[src/pkg/iei_pkg.sv]
package iei_pkg;

  localparam int DIO_W = 16;
  localparam int N_AIN = 8;
  localparam int AIN_W = 16;
  localparam int STAT_W = 2;

  // Register byte offsets.
  localparam logic [7:0] OFF_CFG_STAGE = 8'h00;
  localparam logic [7:0] OFF_APPLY     = 8'h04;
  localparam logic [7:0] OFF_CFG_ACT   = 8'h08;
  localparam logic [7:0] OFF_DONE      = 8'h0c;
  localparam logic [7:0] OFF_STAT      = 8'h10;
  localparam logic [7:0] OFF_MASK      = 8'h14;
  localparam logic [7:0] OFF_FAST      = 8'h18;
  localparam logic [7:0] OFF_RT_IN     = 8'h1c;
  localparam logic [7:0] OFF_RT_OUT    = 8'h20;
  localparam logic [7:0] OFF_CYC_OUT   = 8'h24;
  localparam logic [7:0] OFF_CYC_IN    = 8'h28;
  localparam logic [7:0] OFF_ANA_BASE  = 8'h40;

  // Configuration word layout.
  localparam int CFG_CHAN_LSB = 0;
  localparam int CFG_MODE_LSB = 8;
  localparam int CFG_RD_BIT   = 16;
  localparam int CFG_WR_BIT   = 17;
  localparam int CFG_ANA_LSB  = 24;

  // Status bit positions.
  localparam int ST_TRIG_BIT    = 0;
  localparam int ST_OVERRUN_BIT = 1;

  // Reset values.
  localparam logic [31:0]     CFG_RST  = 32'h0000_0000;
  localparam logic [STAT_W-1:0] MASK_RST = 2'h0;
  localparam logic [1:0]      FAST_RST = 2'h0;

  // Edge type codes and trigger channel count.
  localparam logic [7:0] EDGE_RISE     = 8'h01;
  localparam logic [7:0] EDGE_FALL     = 8'h02;
  localparam logic [7:0] EDGE_BOTH     = 8'h03;
  localparam logic [7:0] TRIG_CHANNELS = 8'h02;

  // Positions of the routine I/O in the digital words.
  localparam int RT_IO0_BIT = 0;
  localparam int RT_IO1_BIT = 8;
  localparam logic [DIO_W-1:0] RT_OUT_MASK = 16'h0101;

  typedef enum logic [1:0] {
    RT_IDLE,
    RT_SAMPLE,
    RT_RUN,
    RT_WRITE
  } iei_rt_state_t;

endpackage : iei_pkg

[src/rtl/iei_edge_det.sv]
`timescale 1ns/1ps
module iei_edge_det
  import iei_pkg::*;
(
  input  wire logic       clk,
  input  wire logic       rst_n,
  input  wire logic [1:0] din,
  input  wire logic       sel,
  input  wire logic [7:0] mode,
  input  wire logic       flush,
  output logic            pulse
);

  logic [1:0] sync1_ff;
  logic [1:0] sync2_ff;
  logic       prev_ff;
  logic       pulse_ff;
  logic       flush_d_ff;
  logic       cur;
  logic       hit;

  function automatic logic edge_hit(input logic [7:0] m, input logic p, input logic c);
    logic rise;
    logic fall;
    rise = ~p & c;
    fall = p & ~c;
    unique case (m)
      EDGE_RISE: edge_hit = rise;
      EDGE_FALL: edge_hit = fall;
      EDGE_BOTH: edge_hit = rise | fall;
      default:   edge_hit = 1'b0;
    endcase
  endfunction : edge_hit

  assign cur   = sync2_ff[sel];
  assign hit   = edge_hit(mode, prev_ff, cur);
  assign pulse = pulse_ff;

  // The history still holds the old channel for one cycle after a flush, so edges are
  // dropped in the flush cycle and the one after it to avoid a false edge.
  always_ff @(posedge clk) begin
    if (!rst_n) begin
      sync1_ff   <= 2'h0;
      sync2_ff   <= 2'h0;
      prev_ff    <= 1'b0;
      pulse_ff   <= 1'b0;
      flush_d_ff <= 1'b0;
    end else begin
      sync1_ff   <= din;
      sync2_ff   <= sync1_ff;
      prev_ff    <= cur;
      flush_d_ff <= flush;
      pulse_ff   <= hit & ~flush & ~flush_d_ff;
    end
  end

endmodule : iei_edge_det

[src/rtl/iei_input_edge_irq.sv]
`timescale 1ns/1ps
module iei_input_edge_irq
  import iei_pkg::*;
(
  input  wire logic                   CLOCK,
  input  wire logic                   NRST,
  input  wire logic                   PSEL,
  input  wire logic                   PENABLE,
  input  wire logic                   PWRITE,
  input  wire logic [7:0]             PADDR,
  input  wire logic [31:0]            PWDATA,
  output logic      [31:0]            PRDATA,
  output logic                        PREADY,
  output logic                        PSLVERR,
  input  wire logic [DIO_W-1:0]       DIN,
  input  wire logic [N_AIN*AIN_W-1:0] AIN_RAW,
  input  wire logic                   CYCLE_TICK,
  output logic      [DIO_W-1:0]       DOUT,
  output logic                        ISR_REQ,
  output logic                        IRQ
);

  logic [31:0]       cfg_stage_ff;
  logic [31:0]       cfg_act_ff;
  logic [STAT_W-1:0] stat_ff;
  logic [STAT_W-1:0] mask_ff;
  logic [1:0]        fast_ff;
  logic [1:0]        rt_in_ff;
  logic [1:0]        rt_out_ff;
  logic [DIO_W-1:0]  cyc_out_ff;
  logic [DIO_W-1:0]  cyc_in_ff;
  logic [DIO_W-1:0]  dout_ff;
  logic [31:0]       prdata_ff;
  logic [AIN_W-1:0]  analog_irq_raw_flags_ff [N_AIN];
  iei_rt_state_t     state_ff;
  iei_rt_state_t     nxt_state;

  // Bus decode.
  wire wr_en = PSEL & PENABLE & PWRITE;
  wire rd_setup = PSEL & ~PENABLE & ~PWRITE;
  wire hit_cfg = (PADDR == OFF_CFG_STAGE);
  wire hit_apply = (PADDR == OFF_APPLY);
  wire hit_act = (PADDR == OFF_CFG_ACT);
  wire hit_done = (PADDR == OFF_DONE);
  wire hit_stat = (PADDR == OFF_STAT);
  wire hit_mask = (PADDR == OFF_MASK);
  wire hit_fast = (PADDR == OFF_FAST);
  wire hit_rt_in = (PADDR == OFF_RT_IN);
  wire hit_rt_out = (PADDR == OFF_RT_OUT);
  wire hit_cyc_out = (PADDR == OFF_CYC_OUT);
  wire hit_cyc_in = (PADDR == OFF_CYC_IN);
  wire hit_ana = (PADDR[7:5] == OFF_ANA_BASE[7:5]) & (PADDR[1:0] == 2'h0);
  wire [2:0] ana_idx = PADDR[4:2];
  wire mapped = hit_cfg | hit_apply | hit_act | hit_done | hit_stat | hit_mask
              | hit_fast | hit_rt_in | hit_rt_out | hit_cyc_out | hit_cyc_in | hit_ana;

  // Applied configuration fields.
  wire [7:0] act_chan = cfg_act_ff[CFG_CHAN_LSB +: 8];
  wire [7:0] act_mode = cfg_act_ff[CFG_MODE_LSB +: 8];
  wire       act_rd = cfg_act_ff[CFG_RD_BIT];
  wire       act_wr = cfg_act_ff[CFG_WR_BIT];
  wire [7:0] act_ana = cfg_act_ff[CFG_ANA_LSB +: 8];

  // A one-cycle enable pulse is made from a write of one to the apply register.
  wire apply_pulse = wr_en & hit_apply & PWDATA[0];
  wire done_wr = wr_en & hit_done & PWDATA[0];

  wire chan_valid = (act_chan < TRIG_CHANNELS);
  wire chan_fast = fast_ff[act_chan[0]];
  wire edge_pulse;
  wire trig_ok = edge_pulse & chan_valid & chan_fast;
  wire busy = (state_ff != RT_IDLE);
  wire sampling = (state_ff == RT_SAMPLE);
  wire writing = (state_ff == RT_WRITE);

  wire [1:0] trig_pins = {DIN[RT_IO1_BIT], DIN[RT_IO0_BIT]};
  wire [1:0] trig_onehot = chan_valid ? (2'b01 << act_chan[0]) : 2'b00;
  wire [1:0] rt_in_new = trig_pins & ~trig_onehot;

  wire [STAT_W-1:0] stat_set;
  wire [STAT_W-1:0] stat_clr = (wr_en & hit_stat) ? PWDATA[STAT_W-1:0] : '0;
  wire [STAT_W-1:0] nxt_stat = (stat_ff & ~stat_clr) | stat_set;

  assign stat_set[ST_TRIG_BIT]    = trig_ok & ~busy;
  assign stat_set[ST_OVERRUN_BIT] = trig_ok & busy;

  // Routine outputs belong to the routine only while it is allowed to write them.
  wire [DIO_W-1:0] rt_own = act_wr ? RT_OUT_MASK : '0;
  wire [DIO_W-1:0] cyc_dout = (dout_ff & rt_own) | (cyc_out_ff & ~rt_own);
  wire [DIO_W-1:0] dout_base = CYCLE_TICK ? cyc_dout : dout_ff;
  wire [DIO_W-1:0] rt_dout = (DIO_W'(rt_out_ff[0]) << RT_IO0_BIT)
                           | (DIO_W'(rt_out_ff[1]) << RT_IO1_BIT);
  wire [DIO_W-1:0] nxt_dout = (writing && act_wr)
                            ? ((dout_base & ~RT_OUT_MASK) | rt_dout)
                            : dout_base;

  wire [31:0] rd_mux =
      hit_cfg     ? cfg_stage_ff :
      hit_act     ? cfg_act_ff :
      hit_done    ? 32'(busy) :
      hit_stat    ? 32'(stat_ff) :
      hit_mask    ? 32'(mask_ff) :
      hit_fast    ? 32'(fast_ff) :
      hit_rt_in   ? 32'(rt_in_ff) :
      hit_rt_out  ? 32'(rt_out_ff) :
      hit_cyc_out ? 32'(cyc_out_ff) :
      hit_cyc_in  ? 32'(cyc_in_ff) :
      hit_ana     ? 32'(analog_irq_raw_flags_ff[ana_idx]) :
                    32'h0000_0000;

  assign PRDATA  = prdata_ff;
  assign PREADY  = 1'b1;
  assign PSLVERR = PSEL & PENABLE & ~mapped;
  assign DOUT    = dout_ff;
  assign ISR_REQ = sampling;
  assign IRQ     = |(stat_ff & mask_ff);

  iei_edge_det u_edge (
    .clk   (CLOCK),
    .rst_n (NRST),
    .din   (trig_pins),
    .sel   (act_chan[0]),
    .mode  (act_mode),
    .flush (apply_pulse),
    .pulse (edge_pulse)
  );

  // Routine sequencer: sample, let software run, then write outputs.
  always_comb begin
    nxt_state = state_ff;
    unique case (state_ff)
      RT_IDLE:   if (trig_ok) nxt_state = RT_SAMPLE;
      RT_SAMPLE: nxt_state = RT_RUN;
      RT_RUN:    if (done_wr) nxt_state = RT_WRITE;
      RT_WRITE:  nxt_state = RT_IDLE;
    endcase
  end

  always_ff @(posedge CLOCK) begin
    if (!NRST) begin
      state_ff <= RT_IDLE;
    end else begin
      state_ff <= nxt_state;
    end
  end

  // Staged and applied configuration.
  always_ff @(posedge CLOCK) begin
    if (!NRST) begin
      cfg_stage_ff <= CFG_RST;
      cfg_act_ff   <= CFG_RST;
    end else begin
      if (wr_en && hit_cfg) begin
        cfg_stage_ff <= PWDATA;
      end
      if (apply_pulse) begin
        cfg_act_ff <= cfg_stage_ff;
      end
    end
  end

  // Software owned control registers.
  always_ff @(posedge CLOCK) begin
    if (!NRST) begin
      mask_ff    <= MASK_RST;
      fast_ff    <= FAST_RST;
      rt_out_ff  <= 2'h0;
      cyc_out_ff <= '0;
    end else begin
      if (wr_en && hit_mask) begin
        mask_ff <= PWDATA[STAT_W-1:0];
      end
      if (wr_en && hit_fast) begin
        fast_ff <= PWDATA[1:0];
      end
      if (wr_en && hit_rt_out) begin
        rt_out_ff <= PWDATA[1:0];
      end
      if (wr_en && hit_cyc_out) begin
        cyc_out_ff <= PWDATA[DIO_W-1:0];
      end
    end
  end

  // Sticky status; a new event in the clearing cycle wins.
  always_ff @(posedge CLOCK) begin
    if (!NRST) begin
      stat_ff <= '0;
    end else begin
      stat_ff <= nxt_stat;
    end
  end

  // Digital I/O of the regular cycle and of the routine.
  always_ff @(posedge CLOCK) begin
    if (!NRST) begin
      cyc_in_ff <= '0;
      rt_in_ff  <= 2'h0;
      dout_ff   <= '0;
    end else begin
      if (CYCLE_TICK) begin
        cyc_in_ff <= DIN;
      end
      if (sampling && act_rd) begin
        rt_in_ff <= rt_in_new;
      end
      dout_ff <= nxt_dout;
    end
  end

  // Analogue results for the selected channels.
  always_ff @(posedge CLOCK) begin
    if (!NRST) begin
      for (int n = 0; n < N_AIN; n++) begin
        analog_irq_raw_flags_ff[n] <= '0;
      end
    end else begin
      for (int n = 0; n < N_AIN; n++) begin
        if (sampling && act_ana[n]) begin
          analog_irq_raw_flags_ff[n] <= AIN_RAW[n*AIN_W +: AIN_W];
        end
      end
    end
  end

  // Read data is captured in the setup phase so the access phase ends at once.
  always_ff @(posedge CLOCK) begin
    if (!NRST) begin
      prdata_ff <= '0;
    end else if (rd_setup) begin
      prdata_ff <= rd_mux;
    end
  end

endmodule : iei_input_edge_irq

[config.mk]
export PLATFORM = sky130hd
export DESIGN_NAME = iei_input_edge_irq
export DESIGN_NICKNAME = d
export VERILOG_FILES = /design/src/pkg/iei_pkg.sv /design/src/rtl/iei_edge_det.sv /design/src/rtl/iei_input_edge_irq.sv
export SDC_FILE = /design/constraint.sdc
export NUM_CORES = 1
export LEC_CHECK = 0
export BUFFER_PORTS_ARGS = -buffer_cell sky130_fd_sc_hd__buf_2
export CAP_MARGIN = 20
export CORE_ASPECT_RATIO = 0.75
export CORE_MARGIN = 4
export CORE_UTILIZATION = 56
export CTS_CLUSTER_DIAMETER = 150
export DETAILED_ROUTE_END_ITERATION = 7
export PLACE_DENSITY = 0.8
export SETUP_SLACK_MARGIN = 0.2
export SYNTH_ARGS = -nofsm -noshare
export SYNTH_HDL_FRONTEND = slang
export SYNTH_HIERARCHICAL = 1
export SYNTH_SLANG_ARGS = --single-unit
export TNS_END_PERCENT = 100
[constraint.sdc]
create_clock -name CLOCK -period 2.2 [get_ports CLOCK]
set_input_delay 0.22 -clock CLOCK [delete_from_list [all_inputs] [get_ports CLOCK]]
set_output_delay 0.22 -clock CLOCK [all_outputs]
set_load 0.005 [all_outputs]
======== After elaboration in Yosys (flattened, before gate mapping) ========
Memory sizes are Yosys's and may differ from the RTL's.
Cells that the tools add are included.
storage, ports and cells
  memories ................................ 1
  flip-flop bits (word level) ............. 163
  word-level logic and storage cells ...... 179
  memory bits (writable) .................. 128
  output and inout port bits .............. 52
cells by class
  shift-type cells ........................ 1
  equal/unequal tests ..................... 19
  mux-type cells .......................... 57
  reduce and logical (&&, ||, !) cells .... 22
  magnitude comparators ................... 2
  bitwise operators ....................... 59
memories
  name                     words  bits a word  rd ports  clocked after Yosys merged registers in  write ports  RTL line                  source
  analog_irq_raw_flags_ff  8      16           1         0                                        8            iei_input_edge_irq.sv:34  logic [AIN_W-1:0] analog_irq_raw_flags_ff [N_AIN];
operators with widths
  operator              count
  $mux W16              19
  $mux W32              2
  $eq A8 B5 Y1 const B  4
  $mux W1               29
  $eq A8 B6 Y1 const B  3
  $or A1 B1 Y1          20
  $and A1 B1 Y1         19
  $and A16 B16 Y16      1
  $and A16 B9 Y16       1
  $eq A8 B2 Y1 const B  2
  $eq A8 B4 Y1 const B  2
  $not A9 Y16           1
  $or A16 B16 Y16       1
  $or A16 B9 Y16        1
  $logic_and A1 B1 Y1   15
  $mux W9               1
  $or A1 B9 Y9          1
  $eq A8 B1 Y1 const B  1
  $eq A8 B3 Y1 const B  1
  $logic_not A8 Y1      1
  $lt A8 B2 Y1 const B  1
  $mux W2               4
  $not A1 Y1            8
  $pmux W2 S4           1
  other kinds (14)      21

======== Longest topological paths before layout ========
  word-level depth ........................ 14
  gate-level depth with buffers ........... 8
  depth with buffers taken out ............ 6

======== Cells and area by module ========
The synthesis kept the hierarchy.
modules (own cells, without submodules)
  module              seq. area each (µm²)  instances  area an instance (µm²)  cells an instance
  iei_input_edge_irq  6,966.7               1          12,612.1                1,161
  iei_edge_det        140.1                 1          261.5                   24

======== Least setup slack after synthesis ========
Ideal clock, no wire load.
  path kind ............................... input to register
  start point ............................. in PADDR[1]
  end point ............................... reg state_ff[1]
  arrival ................................. 1.830 ns
  slack ................................... 0.254 ns
  cell stages on the path ................. 6
  setup time .............................. 0.116 ns
  required time ........................... 2.084 ns
  cell sequence ........................... or4_1 buf_2 or4_1 a22oi_2 mux2i_1 nor2b_1
on the way
  cells in the longest elaborated chain, start to end .. 5
RTL lines
  element                      RTL line                   source
  start, declared              iei_input_edge_irq.sv:10   input wire logic [7:0] PADDR,
  $eq A8 B4 Y1                 iei_input_edge_irq.sv:44   wire hit_done = (PADDR == OFF_DONE);
  $and A1 B1 Y1 (2 in a row)   iei_input_edge_irq.sv:66   wire done_wr = wr_en & hit_done & PWDATA[0];
  $ne A2 B2 Y1 (no line)       n/a
  $reduce_and A2 Y1 (no line)  n/a
  end signal, assigned         iei_input_edge_irq.sv:143  state_ff <= nxt_state;
  end, declared                iei_input_edge_irq.sv:35   iei_rt_state_t state_ff;
Every way passes these cells.
A chain may end at the register's enable or synchronous reset.

==> flow_metrics.tcl <==
set metrics [dict create \
    status "complete, but fails checks" \
    violations "negative hold slack" \
    internal_power_uw 8773 \
    dr_wl_met2_mm 19.31 \
    dr.pass1.iters 6 \
    period_minus_slack_ns 1.934 \
    setup_viol 0 \
    cts_tree "done" \
    cts_num_sinks 291 \
    grt_pass1_wl_mm 62.11 \
    area_growth_pct 32.83 \
    synth_edf_count 128 \
    overflow 0 \
    sw_frac_of_total_pct 22.99 \
    wl_met1_mm 15.95 \
    track_usage_pct 31.09 \
    report.final.slew_viol_count 0 \
    final_area_mm2 0.01710 \
    skew_ns 0.01923 \
    placed_area_mm2 0.01456 \
    root_buffer "clkbuf_16" \
    cts_buffers 27 \
    die_w_um 183.1 \
    routed_wirelength_mm 40.95 \
    rsz0062_at_grt "false" \
    h-tree-depth 1 \
    gp_congestion 0.9384 \
    rows 47 \
    start_util_pct 57.61 \
    crit_buf_inv 2 \
    ant_nets 0 \
    ys_seq_area_share_pct 55.20 \
    async_reset_ff_share_pct 0 \
    avgSynthCellArea_um2 10.86 \
    num_vias 10980 \
    cp_cell_sequence "inv_1 > ha_1 > buf_4 > and3_1 > and2_1" \
    required_ns 2.49 \
    yosys_register_bits 291 \
    io_pins 242 \
    path_class "flop to flop" \
    grt_pass1_vias 10980 \
    grt_max_degree 63 \
    drv_cap 0 \
    worstMarginPinSlew_ns 0.7607 \
    tns_ns 0 \
    netlist-cell-type-count 55 \
    wire_per_inst_um 21.50 \
    wl_met3_mm 3.633 \
    via_per_inst 5.761 \
    clock.fmax_mhz 517.2 \
    startpoint_type "flop" \
    core_mm2 0.02235 \
    synth_flop_cell "dfxtp_1" \
    critPathCaptureType "flop" \
    p_leak_uw 0.006667 \
    path_delay_family "simple AND/OR/NAND/NOR gates" \
    seq_power_share_pct 51.6 \
    die_area_mm2 0.02550 \
    hold_class "input port to flop" \
    dieHeight_um 139.3 \
    drc 0 \
    pwr-share-clk_pct 38.8 \
    worst_path_largest_cell_delay_ns 0.45 \
    drt-initial-drc-count 1193 \
    grt_antenna_before_repair 5 \
    p_switching_uw 2619 \
    power.density_mw_per_mm2 666.2 \
    hold_violations 1 \
    fin_nets 1785 \
    arrival_ns 2.22 \
    path_clk_slew_ns 0.07 \
    dp_hpwl_mm 25.23 \
    hold_slack_ns -0.0006226 \
    netlist_area_mm2 0.01287 \
    comb_power_share_pct 9.6 \
    ir_drop_mv 0.5758 \
    ys_warn_count 6 \
    max_slew_margin_pct 49.29 \
    syn_nets 1381 \
    crit_fanout 16 \
    netlist_instances 1185 \
    clock_latency_ns 0.55 \
    layout-drive-gt1-share_pct 23.60 \
    fin_crit_sh_pct 87.89 \
    top_layer_used "met5" \
    worst_path_max_delay_cell "and3_1" \
    cts_buffer_depth 3 \
    portBuffers 240 \
]
state kept, by name, indices dropped and copies added, names as in the netlist, 2 cells and up:
register / count
cfg_stage_ff: 32
PRDATA: 32
u_edge/sync2_ff: 2
fast_ff: 2
rt_in_ff: 2
cyc_out_ff: 16
cfg_act_ff: 32
cyc_in_ff: 16
rt_out_ff: 2
DOUT: 16
state_ff: 2
mask_ff: 2
stat_ff: 2
u_edge/sync1_ff: 2
analog_irq_raw_flags_ff: 128
timing repair:
| action | in CTS | in global routing |
|---|---|---|
| hold buffers | 172 | 0 |
| endpoints found under the setup margin | 0 | 2 |
| gates resized for setup | 0 | 1 |
| hold endpoints to repair | 187 | 0 |
| setup buffers | 0 | 1 |
synth_stat cells (8+ instances only):
| library cell | number | share of area (%) |
|---|---|---|
| a21boi_0 | 37 | 2.2 |
| a21boi_1 | 47 | 2.7 |
| a21oi_1 | 18 | 0.70 |
| a221oi_1 | 15 | 1.0 |
| a22oi_1 | 18 | 1.0 |
| and2_1 | 152 | 7.4 |
| buf_2 | 15 | 0.58 |
| clkbuf_1 | 64 | 1.9 |
| dfxtp_1 | 163 | 25 |
| edfxtp_1 | 128 | 30 |
| inv_1 | 9 | 0.26 |
| mux2_2 | 18 | 1.6 |
| mux2i_1 | 52 | 4.0 |
| mux4_2 | 30 | 5.2 |
| nand2_1 | 224 | 6.5 |
| nand3_1 | 9 | 0.35 |
| nor2_1 | 13 | 0.38 |
| nor2b_1 | 42 | 2.0 |
| nor3_1 | 8 | 0.31 |
| o21ai_0 | 50 | 1.9 |
layer usage:
metal	track usage, %	up-vias
met5	0	-
met4	12.46	8
met3	6.157	150
met2	50.99	645
met1	40.88	5207
li1	-	4965
worst paths after layout:
check                                start                                            to  slack (ns)  cells after the start
max reg2reg       state_ff[1]$_SDFFE_PN0P_  analog_irq_raw_flags_ff[5][13]$_SDFFCE_PN0P_        0.27                      5
min reg2reg  u_edge/sync1_ff[1]$_SDFF_PN0_                 u_edge/sync2_ff[1]$_SDFF_PN0_        0.44                      1
min                            AIN_RAW[33]   analog_irq_raw_flags_ff[2][1]$_SDFFCE_PN0P_     -0.0006                      2
max               state_ff[1]$_SDFFE_PN0P_  analog_irq_raw_flags_ff[5][13]$_SDFFCE_PN0P_        0.27                      5
final cells by class:
cell class | count | area (µm²)
multi-input combinational | 803 | 5413
timing repair buffer | 457 | 3376
sequential | 291 | 7107
antenna | 1 | 2.502
clock buffer | 40 | 754.5
fill | 1460 | 5246
clock inverter | 10 | 46.29
tap | 294 | 367.9
inverter | 9 | 33.78
worst register-to-register path: cells and delay by family, from the launching register on:
family | cells | cell delay, ns
fa+ha+maj | 1 | 0.22
buf+inv | 2 | 0.29
flops | 1 | 0.41
simple gates | 2 | 0.76
cells in the final DEF, fill, tap and decap left out, types with 4 or more instances in the layout:
| cell | synthesis | routed |
|---|---|---|
| a211oi_1 | 4 | 4 |
| a21boi_0 | 37 | 37 |
| a21boi_1 | 47 | 47 |
| a21oi_1 | 18 | 18 |
| a221oi_1 | 15 | 15 |
| a22oi_1 | 18 | 18 |
| and2_1 | 152 | 152 |
| and3_1 | 7 | 7 |
| buf_12 | 0 | 9 |
| buf_2 | 15 | 239 |
| buf_4 | 2 | 37 |
| clkbuf_1 | 64 | 10 |
| clkbuf_16 | 0 | 27 |
| clkinv_1 | 0 | 4 |
| dfxtp_1 | 163 | 163 |
| dlygate4sd3_1 | 0 | 172 |
| edfxtp_1 | 128 | 128 |
| ha_1 | 6 | 6 |
| inv_1 | 9 | 11 |
| mux2_2 | 18 | 18 |
| mux2i_1 | 52 | 51 |
| mux4_2 | 30 | 30 |
| nand2_1 | 224 | 224 |
| nand2b_1 | 7 | 7 |
| nand3_1 | 9 | 9 |
| nor2_1 | 13 | 13 |
| nor2b_1 | 42 | 42 |
| nor3_1 | 8 | 7 |
| o21ai_0 | 50 | 50 |
| o22ai_1 | 5 | 5 |
| or4_1 | 4 | 4 |
cell families (layout without fill, tap and decap cells):
logic type / after synthesis / count (layout) / share of synthesized area, %
and+or+nand+nor: 487 / 487 / 19.33
DFF: 291 / 291 / 55.20
AOI/OAI and AO/OA: 209 / 209 / 11.13
muxes: 100 / 100 / 10.87
buffers and inverters: 91 / 516 / 2.857
adders and majority gates: 6 / 6 / 0.5831
other: 1 / 2 / 0.02913
metrics by stage:
stage / std cells / hold slack (ns) / worst slack, ns / power, µW / util [%]
2_1_floorplan: 1185 / 0.3417 / 0.2542 / 6385 / -
3_3_place_gp: 1681 / 0.4165 / -0.1144 / 6775 / 65.17
3_5_place_dp: 1681 / 0.4253 / -0.1247 / 6797 / 65.17
4_1_cts: 1903 / 0.0001618 / 0.2139 / 11330 / 76.46
5_1_grt: 1905 / 0.01247 / 0.2106 / 11690 / 76.52
6_report: 1905 / -0.0006226 / 0.2664 / 11390 / 76.52
power groups by stage:
stage / sequential [µW] / combinational (µW) / clock (µW)
global route: 5880 / 1160 / 4650
global placement: 5970 / 808 / 0
CTS: 5860 / 1060 / 4400
detailed placement: 5980 / 818 / 0
floorplan: 5950 / 435 / 0
finish: 5870 / 1100 / 4420
No activity file was read; power rests on OpenSTA's default activity.
